==> config.mk <==
export PLATFORM = sky130hd
export DESIGN_NAME = dual_timer_counter
export DESIGN_NICKNAME = d
export VERILOG_FILES = /design/src/tmr_pkg.sv /design/src/dual_timer_counter.sv
export SDC_FILE = /design/constraint.sdc
export NUM_CORES = 1
export LEC_CHECK = 0
export ABC_AREA = 1
export BUFFER_PORTS_ARGS = -buffer_cell sky130_fd_sc_hd__buf_2
export CELL_PAD_IN_SITES_DETAIL_PLACEMENT = 0
export CELL_PAD_IN_SITES_GLOBAL_PLACEMENT = 1
export CORE_MARGIN = 3
export CORE_UTILIZATION = 44
export DETAILED_ROUTE_END_ITERATION = 12
export PLACE_DENSITY = 0.86
export SLEW_MARGIN = 10
export SYNTH_ARGS = -nofsm -noshare
export SYNTH_HDL_FRONTEND = slang
export SYNTH_SLANG_ARGS = --single-unit
==> constraint.sdc <==
create_clock -name mclk -period 5.2 [get_ports mclk]
set_input_delay 1.04 -clock mclk [delete_from_list [all_inputs] [get_ports mclk]]
set_output_delay 1.04 -clock mclk [all_outputs]
set_load 0.01 [all_outputs]
==> src/tmr_pkg.sv <==
// constants for the dual timer/counter block
// assumes a single mclk domain and byte-wide special function register writes
package tmr_pkg;
    // ***********************************************
    // machine cycle and phases
    // ***********************************************
    localparam int unsigned CLK_HZ        = 50_000_000;
    localparam int unsigned MC_LEN_STD    = 12;
    localparam int unsigned MC_LEN_TURBO  = 4;
    localparam logic [3:0]  MC_LAST_STD   = 4'(MC_LEN_STD - 1);
    localparam logic [3:0]  MC_LAST_TURBO = 4'(MC_LEN_TURBO - 1);
    localparam logic [1:0]  PH_UPDATE     = 2'h2;  // update_phase, third phase of the cycle
    localparam logic [1:0]  PH_SAMPLE     = 2'h3;  // sample_phase, fourth phase of the cycle
    // ***********************************************
    // register fields
    // ***********************************************
    localparam int unsigned MODE_CT0_BIT  = 2;
    localparam int unsigned MODE_CT1_BIT  = 6;
    localparam int unsigned MODE_M0_0     = 0;
    localparam int unsigned MODE_M0_1     = 4;
    localparam int unsigned CK_TB0_BIT    = 3;
    localparam int unsigned CK_TB1_BIT    = 4;
    localparam logic [7:0]  BYTE_RST      = 8'h00;
    localparam logic [7:0]  BYTE_ONES     = 8'hff;
    localparam logic [4:0]  PRE_ONES      = 5'h1f;
    localparam int unsigned PRE_MSB       = 4;
    typedef enum logic [1:0] {
        MODE_13BIT = 2'b00,
        MODE_16BIT = 2'b01,
        MODE_RELOAD = 2'b10,
        MODE_SPLIT = 2'b11
    } cnt_mode_t;
endpackage

==> src/dual_timer_counter.sv <==
// two timer/counters with machine-cycle phasing and external count pins
// assumes the cpu writes bytes through strobes on mclk and pins are asynchronous
// ***********************************************
// Functional notes
// - two 16-bit counters each made of a high byte and a low byte written separately.
// - timer function counts a tick of the clock divided by twelve or by four.
// - count pins are sampled at sample_phase and a high then low sample is one falling edge.
// - counts change at update_phase, edges from one machine cycle count in the next.
// - function select comes from mode register bit 2 for counter 0 and bit 6 for counter 1.
// - each counter has a two-bit mode select field in the mode register.
// - time-base bits reset to zero for divide by twelve and give divide by four when one.
// - mode 0 is a 13-bit counter of eight high bits and five low bits, upper low bits ignored.
// - in mode 0 the high byte increments when low bit 4 falls from one to zero.
// - the overflow flag sets when the high byte rolls over from ff to 00.
// - counting happens only while the run control bit is set, otherwise the count holds.
// - the overflow flag clears when the cpu vectors to that counter's service routine.
// ***********************************************
module dual_timer_counter
    import tmr_pkg::*;
(
    // clock and reset
    input  wire logic       mclk,
    input  wire logic       rstn,
    // register writes
    input  wire logic [7:0] wr_data,
    input  wire logic       counter_mode_register_wr,
    input  wire logic       clock_control_register_wr,
    input  wire logic       cnt0_high_byte_wr,
    input  wire logic       cnt0_low_byte_wr,
    input  wire logic       cnt1_high_byte_wr,
    input  wire logic       cnt1_low_byte_wr,
    // run control and interrupt acknowledge
    input  wire logic       run_control_bit_0,
    input  wire logic       run_control_bit_1,
    input  wire logic       vector_ack_0,
    input  wire logic       vector_ack_1,
    // external count pins
    input  wire logic       count_pin_0,
    input  wire logic       count_pin_1,
    // state
    output logic [7:0]      cnt0_high_byte,
    output logic [7:0]      cnt0_low_byte,
    output logic [7:0]      cnt1_high_byte,
    output logic [7:0]      cnt1_low_byte,
    output logic [7:0]      counter_mode_register,
    output logic [7:0]      clock_control_register,
    output logic            overflow_flag_0,
    output logic            overflow_flag_1
);
    import tmr_pkg::*;

    // a standard machine cycle spends three clocks in each of its four phases
    localparam logic [3:0] PH_CLKS_STD = 4'h3;

    // ***********************************************
    // configuration registers
    // ***********************************************
    logic [7:0] mode_reg;
    logic [7:0] ck_reg;
    always_ff @(posedge mclk or negedge rstn) begin
        if (!rstn) begin
            mode_reg <= BYTE_RST;
        end else if (counter_mode_register_wr) begin
            mode_reg <= wr_data;
        end
    end
    always_ff @(posedge mclk or negedge rstn) begin
        if (!rstn) begin
            ck_reg <= BYTE_RST;
        end else if (clock_control_register_wr) begin
            ck_reg <= wr_data;
        end
    end
    assign counter_mode_register  = mode_reg;
    assign clock_control_register = ck_reg;

    // ***********************************************
    // pin synchronisers
    // ***********************************************
    logic [1:0] pin_s1;
    logic [1:0] pin_s2;
    // flops reset low; the edge detector also resets low, so no false fall follows reset
    always_ff @(posedge mclk or negedge rstn) begin
        if (!rstn) begin
            pin_s1 <= 2'h0;
            pin_s2 <= 2'h0;
        end else begin
            pin_s1 <= {count_pin_1, count_pin_0};
            pin_s2 <= pin_s1;
        end
    end

    // ***********************************************
    // counter channels
    // ***********************************************
    logic [1:0] ch_ovf;
    for (genvar i = 0; i < 2; i++) begin : g_ch
        logic [7:0] hi_reg;
        logic [7:0] lo_reg;
        logic [7:0] hi_next;
        logic [7:0] lo_next;
        logic [3:0] div_reg;
        logic [1:0] ph;
        logic       samp_reg;
        logic       edge_reg;
        logic       flag_reg;
        logic       turbo;
        logic       is_cnt;
        logic       run;
        logic       tick;
        logic       roll;
        logic [3:0] last;
        cnt_mode_t  mode;
        logic       wr_hi;
        logic       wr_lo;

        assign turbo = ck_reg[i == 0 ? CK_TB0_BIT : CK_TB1_BIT];
        assign is_cnt = mode_reg[i == 0 ? MODE_CT0_BIT : MODE_CT1_BIT];
        assign mode = cnt_mode_t'(mode_reg[(i == 0 ? MODE_M0_0 : MODE_M0_1) +: 2]);
        assign run = (i == 0) ? run_control_bit_0 : run_control_bit_1;
        assign wr_hi = (i == 0) ? cnt0_high_byte_wr : cnt1_high_byte_wr;
        assign wr_lo = (i == 0) ? cnt0_low_byte_wr : cnt1_low_byte_wr;
        // machine cycle length follows the time base, turbo cycles are 4 clocks
        assign last = turbo ? MC_LAST_TURBO : MC_LAST_STD;
        // phase index within a cycle of 12 spans three clocks, of 4 one clock
        assign ph = turbo ? div_reg[1:0] : 2'(div_reg / PH_CLKS_STD);
        // the divider runs free, so the first tick after run rises may fall anywhere in a cycle

        always_ff @(posedge mclk or negedge rstn) begin
            if (!rstn) begin
                div_reg <= 4'h0;
            end else if (div_reg >= last) begin
                div_reg <= 4'h0;
            end else begin
                div_reg <= div_reg + 4'h1;
            end
        end

        // one sample per machine cycle at sample_phase; edge held for the next update
        logic samp_now;
        logic upd_now;
        assign samp_now = (ph == PH_SAMPLE) && (turbo || (div_reg % PH_CLKS_STD) == 4'h0);
        assign upd_now  = (ph == PH_UPDATE) && (turbo || (div_reg % PH_CLKS_STD) == 4'h0);
        always_ff @(posedge mclk or negedge rstn) begin
            if (!rstn) begin
                samp_reg <= 1'b0;
                edge_reg <= 1'b0;
            end else if (samp_now) begin
                samp_reg <= pin_s2[i];
                edge_reg <= samp_reg & ~pin_s2[i];
            end else if (upd_now) begin
                edge_reg <= 1'b0;
            end
        end

        // edge sampled in the previous cycle is consumed at this cycle's update_phase
        assign tick = upd_now && run && (is_cnt ? edge_reg : 1'b1);

        always_comb begin
            hi_next = hi_reg;
            lo_next = lo_reg;
            roll    = 1'b0;
            unique case (mode)
                MODE_13BIT: begin
                    lo_next = {lo_reg[7:5], lo_reg[4:0] + 5'h1};
                    if (lo_reg[PRE_MSB:0] == PRE_ONES) begin
                        hi_next = hi_reg + 8'h1;
                        roll    = (hi_reg == BYTE_ONES);
                    end
                end
                MODE_16BIT, MODE_RELOAD, MODE_SPLIT: begin
                    // modes above 0 run as a plain 16-bit count here
                    lo_next = lo_reg + 8'h1;
                    if (lo_reg == BYTE_ONES) begin
                        hi_next = hi_reg + 8'h1;
                        roll    = (hi_reg == BYTE_ONES);
                    end
                end
            endcase
        end

        always_ff @(posedge mclk or negedge rstn) begin
            if (!rstn) begin
                hi_reg <= BYTE_RST;
                lo_reg <= BYTE_RST;
            end else begin
                // software byte writes take priority over a count in the same clock
                // the tick is then lost for the written byte only; the other byte still moves
                if (wr_hi) begin
                    hi_reg <= wr_data;
                end else if (tick) begin
                    hi_reg <= hi_next;
                end
                if (wr_lo) begin
                    lo_reg <= wr_data;
                end else if (tick) begin
                    lo_reg <= lo_next;
                end
            end
        end

        // set wins over the vectoring clear
        always_ff @(posedge mclk or negedge rstn) begin
            if (!rstn) begin
                flag_reg <= 1'b0;
            end else if (tick && roll) begin
                flag_reg <= 1'b1;
            end else if ((i == 0) ? vector_ack_0 : vector_ack_1) begin
                flag_reg <= 1'b0;
            end
        end
        assign ch_ovf[i] = flag_reg;
    end

    assign cnt0_high_byte  = g_ch[0].hi_reg;
    assign cnt0_low_byte   = g_ch[0].lo_reg;
    assign cnt1_high_byte  = g_ch[1].hi_reg;
    assign cnt1_low_byte   = g_ch[1].lo_reg;
    assign overflow_flag_0 = ch_ovf[0];
    assign overflow_flag_1 = ch_ovf[1];
endmodule

**Yosys cells after proc, flatten, opt, wreduce, memory -nomap -nowiden**

Cells that the tools add are included.
Widths: inputs -> output; s select.

- Register bits: 66
- Bits of input ports: 22
- Output and inout port bits: 50
- Logic and storage cells: 126

- Add/sub/neg operators: 8
- Divide/modulo/power cells: 4
- Magnitude comparators: 2
- Equal/unequal tests: 22
- Multiplexer cells: 38
- Bitwise logic cells: 4
- Reductions and logical operators: 30

Operators with widths:

| operator | number |
|---|---|
| $mux 8 | 12 |
| $pmux 8 s2 | 4 |
| $add 8x1->8 const B | 4 |
| $eq 8x8->1 const B | 4 |
| $eq 2x2->1 const B | 8 |
| $mux 4 | 4 |
| $reduce_bool 2->1 | 8 |
| $mux 1 | 14 |
| $ne 3x3->1 const B | 4 |
| $add 5x1->5 const B | 2 |
| $eq 5x5->1 const B | 2 |
| $logic_and 1x1->1 | 10 |
| $add 4x1->4 const B | 2 |
| $div 4x2->4 const B | 2 |
| $ge 4x4->1 | 2 |
| $logic_not 4->1 | 2 |
| $mod 4x2->4 const B | 2 |
| $reduce_and 3->1 | 2 |
| $reduce_or 3->1 | 2 |
| $eq 2x1->1 const B | 2 |
| $logic_not 2->1 | 2 |
| $mux 2 | 2 |
| $ne 2x2->1 const B | 2 |
| $pmux 1 s2 | 2 |
| 4 further kinds | 8 |

**Logic depth before layout (Yosys ltp)**

Gate-level depths: netlist (run 1).

- Word-level depth: 8
- Gate-level depth with buffers: 22
- Mapped depth without buffers: 22

**Worst setup path after synthesis (run 1)**

Ideal clock, no wire load.

- Path type: flip-flop to flip-flop
- From: reg g_ch[1].div_reg[3]
- To: reg g_ch[1].hi_reg[6] (netlist: cnt1_high_byte[6])
- Library setup time: 0.066 ns
- Arrival: 2.310 ns
- Required time: 5.134 ns
- Setup slack: 2.824 ns
- Stages on the path, launching flop included: 21
- Path buffers: 0
- Period minus slack after synthesis: 2.376 ns
- Cells stage by stage: dfrtp_1 > inv_2 > nand2_1 > inv_1 > ha_1 > inv_1 > ha_1 > nand2_2 > nand2_2 > nand2_1 > inv_1 > ha_1 > inv_1 > nand2_1 > nor2_1 > nand2_1 > a21oi_4 > nand3_4 > nand2_4 > nand2_1 > nand2_1

- Longest elaborated chain between the ends: 8
- Elaborated cells on any way between the ends: 11
- Those cells by class: div (2); eq/ne (1); mux (1); reduce/logical (7)

RTL lines:

| item | line | source |
|---|---|---|
| start, declared | dual_timer_counter.sv:102 | `logic [3:0] div_reg;` |
| start signal, assigned | dual_timer_counter.sv:135 | `div_reg <= div_reg + 4'h1;` |
| $div 4x2->4 or $mod 4x2->4 (tied branches) | dual_timer_counter.sv:126, dual_timer_counter.sv:143 |  |
| $mux 2 or $logic_not 4->1 (tied branches) | dual_timer_counter.sv:126, dual_timer_counter.sv:143 |  |
| $eq 2x2->1 or $logic_or 1x1->1 (tied branches) | dual_timer_counter.sv:143 | `assign upd_now = (ph == PH_UPDATE) && (turbo \|\| (div_reg % PH_CLKS_STD) == 4'h0);` |
| $logic_and 1x1->1 (*) | dual_timer_counter.sv:143 |  |
| $logic_and 1x1->1 (*) (2 in a row) | dual_timer_counter.sv:157 | `assign tick = upd_now && run && (is_cnt ? edge_reg : 1'b1);` |
| $reduce_bool 2->1 (no line) (*) | -- |  |
| $reduce_and 3->1 (no line) (*) | -- |  |
| end signal, assigned | dual_timer_counter.sv:190 | `hi_reg <= wr_data;` |
| end signal, assigned | dual_timer_counter.sv:192 | `hi_reg <= hi_next;` |
| end, declared | dual_timer_counter.sv:98 | `logic [7:0] hi_reg;` |

Every way passes the cells marked *; elsewhere a longest branch is shown, timed or not.
A chain may end at the register's enable or synchronous reset.

**Worst setup path after layout (run 1)**

- From: reg g_ch[1].div_reg[3]
- To: reg g_ch[1].hi_reg[1] (netlist: cnt1_high_byte[1])

The elaborated chain is that of the path after synthesis.

==> results of run 1 <==
-- cell type report --
class / count / area [um^2]
multi-input combinational: 397 / 2046
fill: 855 / 3885
clock inverter: 3 / 15.01
timing repair buffer: 72 / 362.8
clock buffer: 12 / 155.1
inverter: 58 / 217.7
sequential: 66 / 1652
tap: 105 / 131.4
-- worst max-delay path, stage by stage, from the launching register on --
cell and delay (ns):
dfrtp_1 0.41, inv_2 0.09, nand2_1 0.08, inv_1 0.07, ha_1 0.13, inv_1 0.04
ha_1 0.23, nand2_2 0.13, nand2_2 0.07, nand2_1 0.09, inv_1 0.05, ha_1 0.20
inv_1 0.07, nand2_1 0.06, nor2_1 0.14, nand2_1 0.11, a21oi_4 0.24, nand3_4 0.18
nand2_4 0.14, nand2_1 0.07, nand2_1 0.06
-- cell usage in the layout (no fill, tap or decap), drive strengths merged --
master  count
nand2     182
buf        72
dfrtp      66
nand3      62
inv        58
nor2       48
o21ai      30
ha         18
a21oi      17
clkbuf     12
o22ai       9
xnor2       5
xor2        4
nor3        4
o32ai       3
mux2        3
clkinv      3
o211ai      2
and2        2
o31ai       2
nand4       2
or2         1
a22o        1
nor3b       1
and3        1
-- metrics by stage --
stage / instances / utilization
finish: 713 / 0.5410
global route: 713 / 0.5410
CTS: 713 / 0.5410
detailed placement: 698 / 0.5209
global placement: 698 / 0.5209
floorplan: 531 / -
-- metal layers --
metal  wire length, um  GRT usage  vias to the layer above  part of all wire
li1                  -          -                     1862                 -
met2              4649     0.3352                       77              0.48
met1              4352     0.2724                     1701              0.45
met3               496    0.04429                       10             0.052
met5                 0          0                        -                 0
met4               120    0.06010                        0             0.012
-- cells by family (layout without fill, tap and decap cells) --
logic type / Yosys count / count (layout)
compound gates: 64 / 64
xor+xnor: 9 / 9
fa+ha+maj: 18 / 18
buf+inv: 68 / 145
flops: 66 / 66
mux: 3 / 3
simple gates: 303 / 303
-- final timing paths --
| kind | cells past startpoint | end | slack (ns) | start |
|---|---|---|---|---|
| worst max-delay path | 20 | cnt1_high_byte[1]$_DFFE_PN0P_ | 2.47 | g_ch[1].div_reg[3]$_DFF_PN0_ |
| worst min-delay path | 0 | pin_s2[1]$_DFF_PN0_ | 0.35 | pin_s1[1]$_DFF_PN0_ |
| worst max register to register | 20 | cnt1_high_byte[1]$_DFFE_PN0P_ | 2.47 | g_ch[1].div_reg[3]$_DFF_PN0_ |
| worst min register to register | 0 | pin_s2[1]$_DFF_PN0_ | 0.35 | pin_s1[1]$_DFF_PN0_ |
| max in group asynchronous | 2 | clock_control_register[3]$_DFFE_PN0P_ | 3.74 | rstn |
| min in group asynchronous | 2 | cnt1_high_byte[5]$_DFFE_PN0P_ | 0.89 | rstn |
-- power by group through the flow --
| stage | clock network [mW] | logic [mW] | registers [mW] |
|---|---|---|---|
| after floorplan | 0 | 0.560 | 0.740 |
| after global placement | 0 | 0.751 | 0.739 |
| after detailed placement | 0 | 0.775 | 0.741 |
| after CTS | 0.389 | 0.778 | 0.733 |
| after global routing | 0.410 | 0.901 | 0.750 |
| final | 0.375 | 0.768 | 0.732 |
-- Yosys cell counts (4+ instances only) --
library cell and number:
nand2_2 6, nand3_1 55, nand2_4 4, clkbuf_1 10
ha_1 18, a21oi_1 16, o21ai_0 22, nor3_1 4
nand2_1 172, inv_1 56, dfrtp_1 66, xor2_1 4
xnor2_1 5, nand3_2 5, o21ai_1 7, nor2_1 47
o22ai_1 9
==> key figures, run 1 <==
Placed design
  – Weighted congestion at the end of routability-driven global placement: between 0.8 and 0.9
  – Estimated wirelength of the detail-placed design: 7.158 mm
  – Setup slack at placement: 2.477 ns
  – Area after DPL: 4409 um^2
  – PortBufs: between 70 and 80

Logic synthesis
  – Count of cell types in the netlist: 32
  – Dominant register cell in the synthesized netlist: dfrtp_1
  – Post-Syn Nets: between 500 and 600
  – Number of warnings reported in the yosys synthesis log: 0
  – Top cell type by total area after synthesis: dfrtp_1
  – Number of enable-type register cells in the synthesized netlist: 0
  – Main combinational cell family by area after synthesis: simple AND/OR/NAND/NOR gates
  – Proportion of synthesized chip area in sequential cells: 0.4179
  – Multiplexer fraction of the synthesized cell area: 0.008547
  – Portion of synthesized cell area occupied by the leading cell type: 0.4179
  – Xor and xnor fraction of the mapped netlist area: 0.01994
  – Post-synthesis simple-gate area fraction: 0.3381
  – Gate count after technology mapping: between 500 and 600
  – Largest cells by area after synthesis: dfrtp_1 42%, nand2_1 16%, nand3_1 7.0%
  – Compound-gate portion of the synthesized area: 0.09402
  – Adder-cell share of the synthesized area: 0.05698
  – Syn avg cell area: between 7 and 8 um^2
  – Mapped Area: approximately 4000 um^2
  – Number of storage elements in the synthesis netlist: 66
  – Async set-or-reset flop fraction in the synthesized netlist: 1.000

Power and ir drop
  – Clk network pwr share: 0.200
  – Power share of the combinational group: 0.410
  – Net switching power: between 0.7 and 0.8 mW
  – VDD IR-drop max: ~130 uV
  – Share of power burned in registers: 0.390
  – Total power of the final layout: 1.874 mW
  – Cell area power density: a little over 400 nW/um^2
  – Int Power: roughly 1.1 mW
  – Leakage component of the power: about 2.4 nW
  – Switch share: 0.4138

Timing
  – Setup TNS: 0 ns
  – Tightest hold margin: between 0.3 and 0.4 ns
  – Final Max Tran Viols: 0
  – Unrepaired setup endpoints after global routing: no
  – Maximum clock rate: 0.3669 GHz
  – Setup WS post-layout: ~2.5 ns
  – Min Clock Period, post-route: approximately 2.7 ns
  – Worst clock skew on the final layout: approximately 0.014 ns
  – Setup violations, final: 0
  – Slew margin rel.: 0.4332
  – Slew of the pin with the lowest slew margin: roughly 0.85 ns
  – Final Cycle Share: 0.5241
  – Number of hold violations in the final report: 0

Clock tree
  – CTS Buf Count: 9
  – Post_cts resized: 0
  – Number of buffers on the longest clock path: 2
  – Clock latency on the worst-skew pair: 0.33 ns
  – H-tree depth: 3
  – Clock edge transition at the registers on the reported setup and hold paths: approximately 0.07 ns
  – CTS tree: built
  – Hold buffer count at CTS: 0
  – Clock sink count: 66
  – Buffer type at the clock tree root: clkbuf_8
  – Buffers inserted by post-CTS timing repair: 0

Cells and area
  – Layout-stage area growth over the synthesis result: 15.86%
  – Count of inserted antenna diode cells: 0
  – Total number of nets in the final design: 644
  – Post-route standard cell area excluding fillers: approximately 4600 um^2
  – Layout cell share with drive strength beyond 1: 0.1826

Worst setup path
  – Type of destination of the critical path: flop
  – Path type of the worst setup path: flop to flop
  – Arrival time worst endpoint: 2.99 ns
  – Worst-path fanout max: 10
  – Endpoint required time on the critical path: 5.46 ns
  – Startpoint Class: flop

Floorplanning
  – Placeable core region: ~8500 um^2
  – Die Ht: slightly above 100 um
  – Num ports: between 70 and 80
  – Row count: 33
  – Starting Density: 0.4670
  – Die ar.: just over 10000 um^2
  – Floorplan die width: between 100 and 150 um

Run status
  – Result of the run: completed

GRT
  – Total routing usage reported by global routing: 0.2047
  – Antenna violations before repair: 0
  – Global-route wire length before repair: between 15 and 20 mm
  – Maximum number of pins on one net before global-route repair: 67
  – Number of global-route vias before repair: approximately 3500
  – Gr ovfl total: 0

Route
  – DRC viols: 0
  – Pre-Repair DR Iteration Count: 5
  – Vias: about 3700
  – Routed wire per std cell: around 13 um
  – Detailed Route WL: 9.618 mm
  – Vias per cell: slightly above 5
  – Post-detailed-route count of antenna-violating nets: 0
  – Count of routing violations after the opening detailed-route iteration: between 150 and 200

Run
  – Max Cap Violations: 0

Min path
  – Class of the worst hold path: flop to flop
No activity file was read; power rests on OpenSTA's default activity.
==> run 2: changes to the inputs <==
Settings changed: CORE_UTILIZATION 44 to 41, PLACE_DENSITY 0.86 to 0.81.
Clock period 5.2 ns to 2.6 ns, I/O delays scaled along.
==> run 2 against run 1 <==
Die area is 6.9% higher. Power is 130% higher. Clock power is 110% higher. Via count is 5.3% higher. Routed wire length is 9.9% higher. Flip-flop and latch count stayed put. Design area is 9.6% higher. Fmax is 8.8% higher. First-iteration DRC count is 5.6% higher. Non-clock buffer count is 27 higher. Clock skew is 0.0058 ns lower. Count of clock-buffer cells in the layout is 2 higher. Highest routed layer unchanged.
==> key figures, run 2 (synthesis results as in run 1) <==
Clock tree
  – Hold buffer count at CTS: 0 (unchanged)
  – H-tree depth: 3 (unchanged)
  – Number of buffers on the longest clock path: 2 (unchanged)
  – Clock sink count: 66 (unchanged)
  – CTS tree: built
  – Clock latency on the worst-skew pair: 0.34 ns (about the same)
  – CTS Buf Count: 9 (unchanged)
  – Clock edge transition at the registers on the reported setup and hold paths: 0.07 ns (about the same)
  – Buffer type at the clock tree root: clkbuf_8

Min path
  – Class of the worst hold path: primary input to asynchronous set/reset pin

Timing
  – Setup WS post-layout: 0.09471 ns (-2.380 ns)
  – Final Cycle Share: 0.9636 (+0.4394)
  – Final Max Tran Viols: 0 (unchanged)
  – Worst clock skew on the final layout: 0.007722 ns (-0.005805 ns)
  – Maximum clock rate: 0.3992 GHz (+8.8%)
  – Number of hold violations in the final report: 0 (unchanged)
  – Min Clock Period, post-route: 2.505 ns (-0.2202 ns)
  – Slew margin rel.: 0.5467 (+0.1135)
  – Slew of the pin with the lowest slew margin: 0.6800 ns (-0.1703 ns)
  – Setup violations, final: 0 (unchanged)

Route
  – Pre-Repair DR Iteration Count: 4 (-1)
  – Post-detailed-route count of antenna-violating nets: 0 (unchanged)
  – Vias per cell: 5.012 (-2.1%)
  – DRC viols: 0 (unchanged)
  – Count of routing violations after the opening detailed-route iteration: 190 (+5.6%)
  – Routed wire per std cell: 13.78 um (+2.1%)
  – Vias: 3844 (+5.3%)
  – Detailed Route WL: 10.57 mm (+9.9%)

Placed design
  – Number of cells in the design after placement: 736 (+5.4%)
  – Setup slack at placement: -0.04696 ns (-2.524 ns)
  – Weighted congestion at the end of routability-driven global placement: 0.8040 (-9.4%)
  – PortBufs: 71 (unchanged)
  – Estimated wirelength of the detail-placed design: 7.484 mm (+4.6%)

Floorplanning
  – Floorplan die width: 104.2 um (+3.4%)
  – Placeable core region: 9284 um^2 (+9.7%)
  – Row count: 35 (+6.1%)
  – Num ports: 72 (unchanged)
  – Die Ht: 104.2 um (+3.4%)
  – Starting Density: 0.4257 (-0.04122)
  – Die ar.: 10850 um^2 (+6.9%)

GRT
  – Maximum number of pins on one net before global-route repair: 28 (-58%)
  – Total routing usage reported by global routing: 0.1976 (-0.007034)
  – Global-route wire length before repair: 17.41 mm (+5.3%)
  – Gr ovfl total: 0 (unchanged)
  – Antenna violations before repair: 0 (unchanged)
  – Number of global-route vias before repair: 3661 (+3.4%)

Power and ir drop
  – Cell area power density: 872.4 nW/um^2 (+110%)
  – Net switching power: 1.808 mW (+130%)
  – Total power of the final layout: 4.378 mW (+130%)
  – Share of power burned in registers: 0.325 (-0.065)
  – Leakage component of the power: 2.621 nW (+7.0%)
  – VDD IR-drop max: 262.8 uV (+110%)
  – Clk network pwr share: 0.182 (-0.018)
  – Switch share: 0.4130 (-0.0008244)
  – Int Power: 2.570 mW (+130%)
  – Power share of the combinational group: 0.494 (+0.084)

Run
  – Max Cap Violations: 0 (unchanged)

Cells and area
  – Most common cell after layout, fill and taps aside: nand2_1
  – Fraction of the core area covered by cells at the end of the flow: 0.5406 (about the same)
  – Most frequent cells in the layout: 153 x nand2_1, 71 x buf_2, 66 x dfrtp_1
  – Layout cell share with drive strength beyond 1: 0.2774 (+0.09486)
  – Count of inserted antenna diode cells: 0 (unchanged)
  – Layout Cells excl Fill: 767 (+7.6%)
  – Layout-stage area growth over the synthesis result: 26.97%
  – Total number of nets in the final design: 673 (+4.5%)

Worst setup path
  – Type of destination of the critical path: flop
  – Endpoint required time on the critical path: 2.87 ns (-2.59 ns)
  – Startpoint Class: flop
  – Worst-path fanout max: 8 (-2)
  – Arrival time worst endpoint: 2.78 ns (-0.21 ns)
  – Path type of the worst setup path: flop to flop

Run status
  – Result of the run: completed
run 2: cell count changes in the layout (fill, tap and decap cells not counted), moves of 3 or more:
cell,change
inv_1,-7
nand2_2,+15
nand3_2,+3
ha_2,+3
nand2_1,-19
inv_2,+7
ha_4,+3
buf_4,+25
ha_1,-6
run 2: timing repair:
action,4_1_cts,5_1_grt
pin swaps,4,18
endpoints found under the setup margin,19,38
gates cloned,2,0
buffers inserted,3,10
resized for setup,5,45
run 2: critical path, cell delays in order (launching register included):
cell and delay, ns:
dfrtp_1 0.39, inv_2 0.07, nand2_2 0.06, inv_2 0.05
ha_2 0.15, inv_2 0.04, ha_4 0.17, buf_4 0.14
inv_2 0.06, nor2_1 0.05, o21ai_2 0.17, nand2_2 0.10
nor2_4 0.12, nand2_2 0.08, a21oi_4 0.30, nand3_4 0.20
nand2_8 0.16, nand2_2 0.07, nand2_1 0.06
run 2: layer usage:
metal / share of wire / track usage
met3: 0.046 / 0.03849
met1: 0.45 / 0.2579
met5: 0 / 0
met2: 0.50 / 0.3408
met4: 0.0078 / 0.04368
run 2: area by class of cell:
type                       instances  area, um^2
timing repair buffer              99       581.8
inverter                          58       217.7
clock buffer                      14       172.7
sequential                        66        1652
fill                             925        4265
multi-input combinational        399        2223
tap                              129       161.4
clock inverter                     2       10.01
run 2: worst paths after layout:
check | endpoint | slack, ns | cells past startpoint | start
max | cnt1_high_byte[4]$_DFFE_PN0P_ | 0.09 | 18 | g_ch[1].div_reg[3]$_DFF_PN0_
min | cnt1_low_byte[6]$_DFFE_PN0P_ | 0.22 | 1 | rstn
max reg2reg | cnt1_high_byte[4]$_DFFE_PN0P_ | 0.09 | 18 | g_ch[1].div_reg[3]$_DFF_PN0_
min reg2reg | pin_s2[1]$_DFF_PN0_ | 0.35 | 0 | pin_s1[1]$_DFF_PN0_
max in group asynchronous | cnt1_low_byte[2]$_DFFE_PN0P_ | 1.73 | 2 | rstn
min in group mclk | pin_s1[1]$_DFF_PN0_ | 0.29 | 1 | count_pin_1
run 2: per-stage QoR:
| step | TNS [ns] | hold WS, ns | instance area [um^2] |
|---|---|---|---|
| 6_report | 0 | 0.2235 | 5019 |
| 4_1_cts | 0 | 0.2516 | 4795 |
| 5_1_grt | -0.3179 | 0.2752 | 5019 |
| 2_1_floorplan | 0 | 0.2244 | 3953 |
| 3_3_place_gp | 0 | 0.3320 | 4557 |
| 3_5_place_dp | -0.5482 | 0.3358 | 4557 |
run 2: power groups by stage:
stage | logic, mW | registers (mW) | clock network (mW)
3_5_place_dp | 1.72 | 1.43 | 0
6_report | 2.16 | 1.42 | 0.795
3_3_place_gp | 1.67 | 1.43 | 0
4_1_cts | 1.79 | 1.42 | 0.815
5_1_grt | 2.44 | 1.45 | 0.863
2_1_floorplan | 1.12 | 1.48 | 0
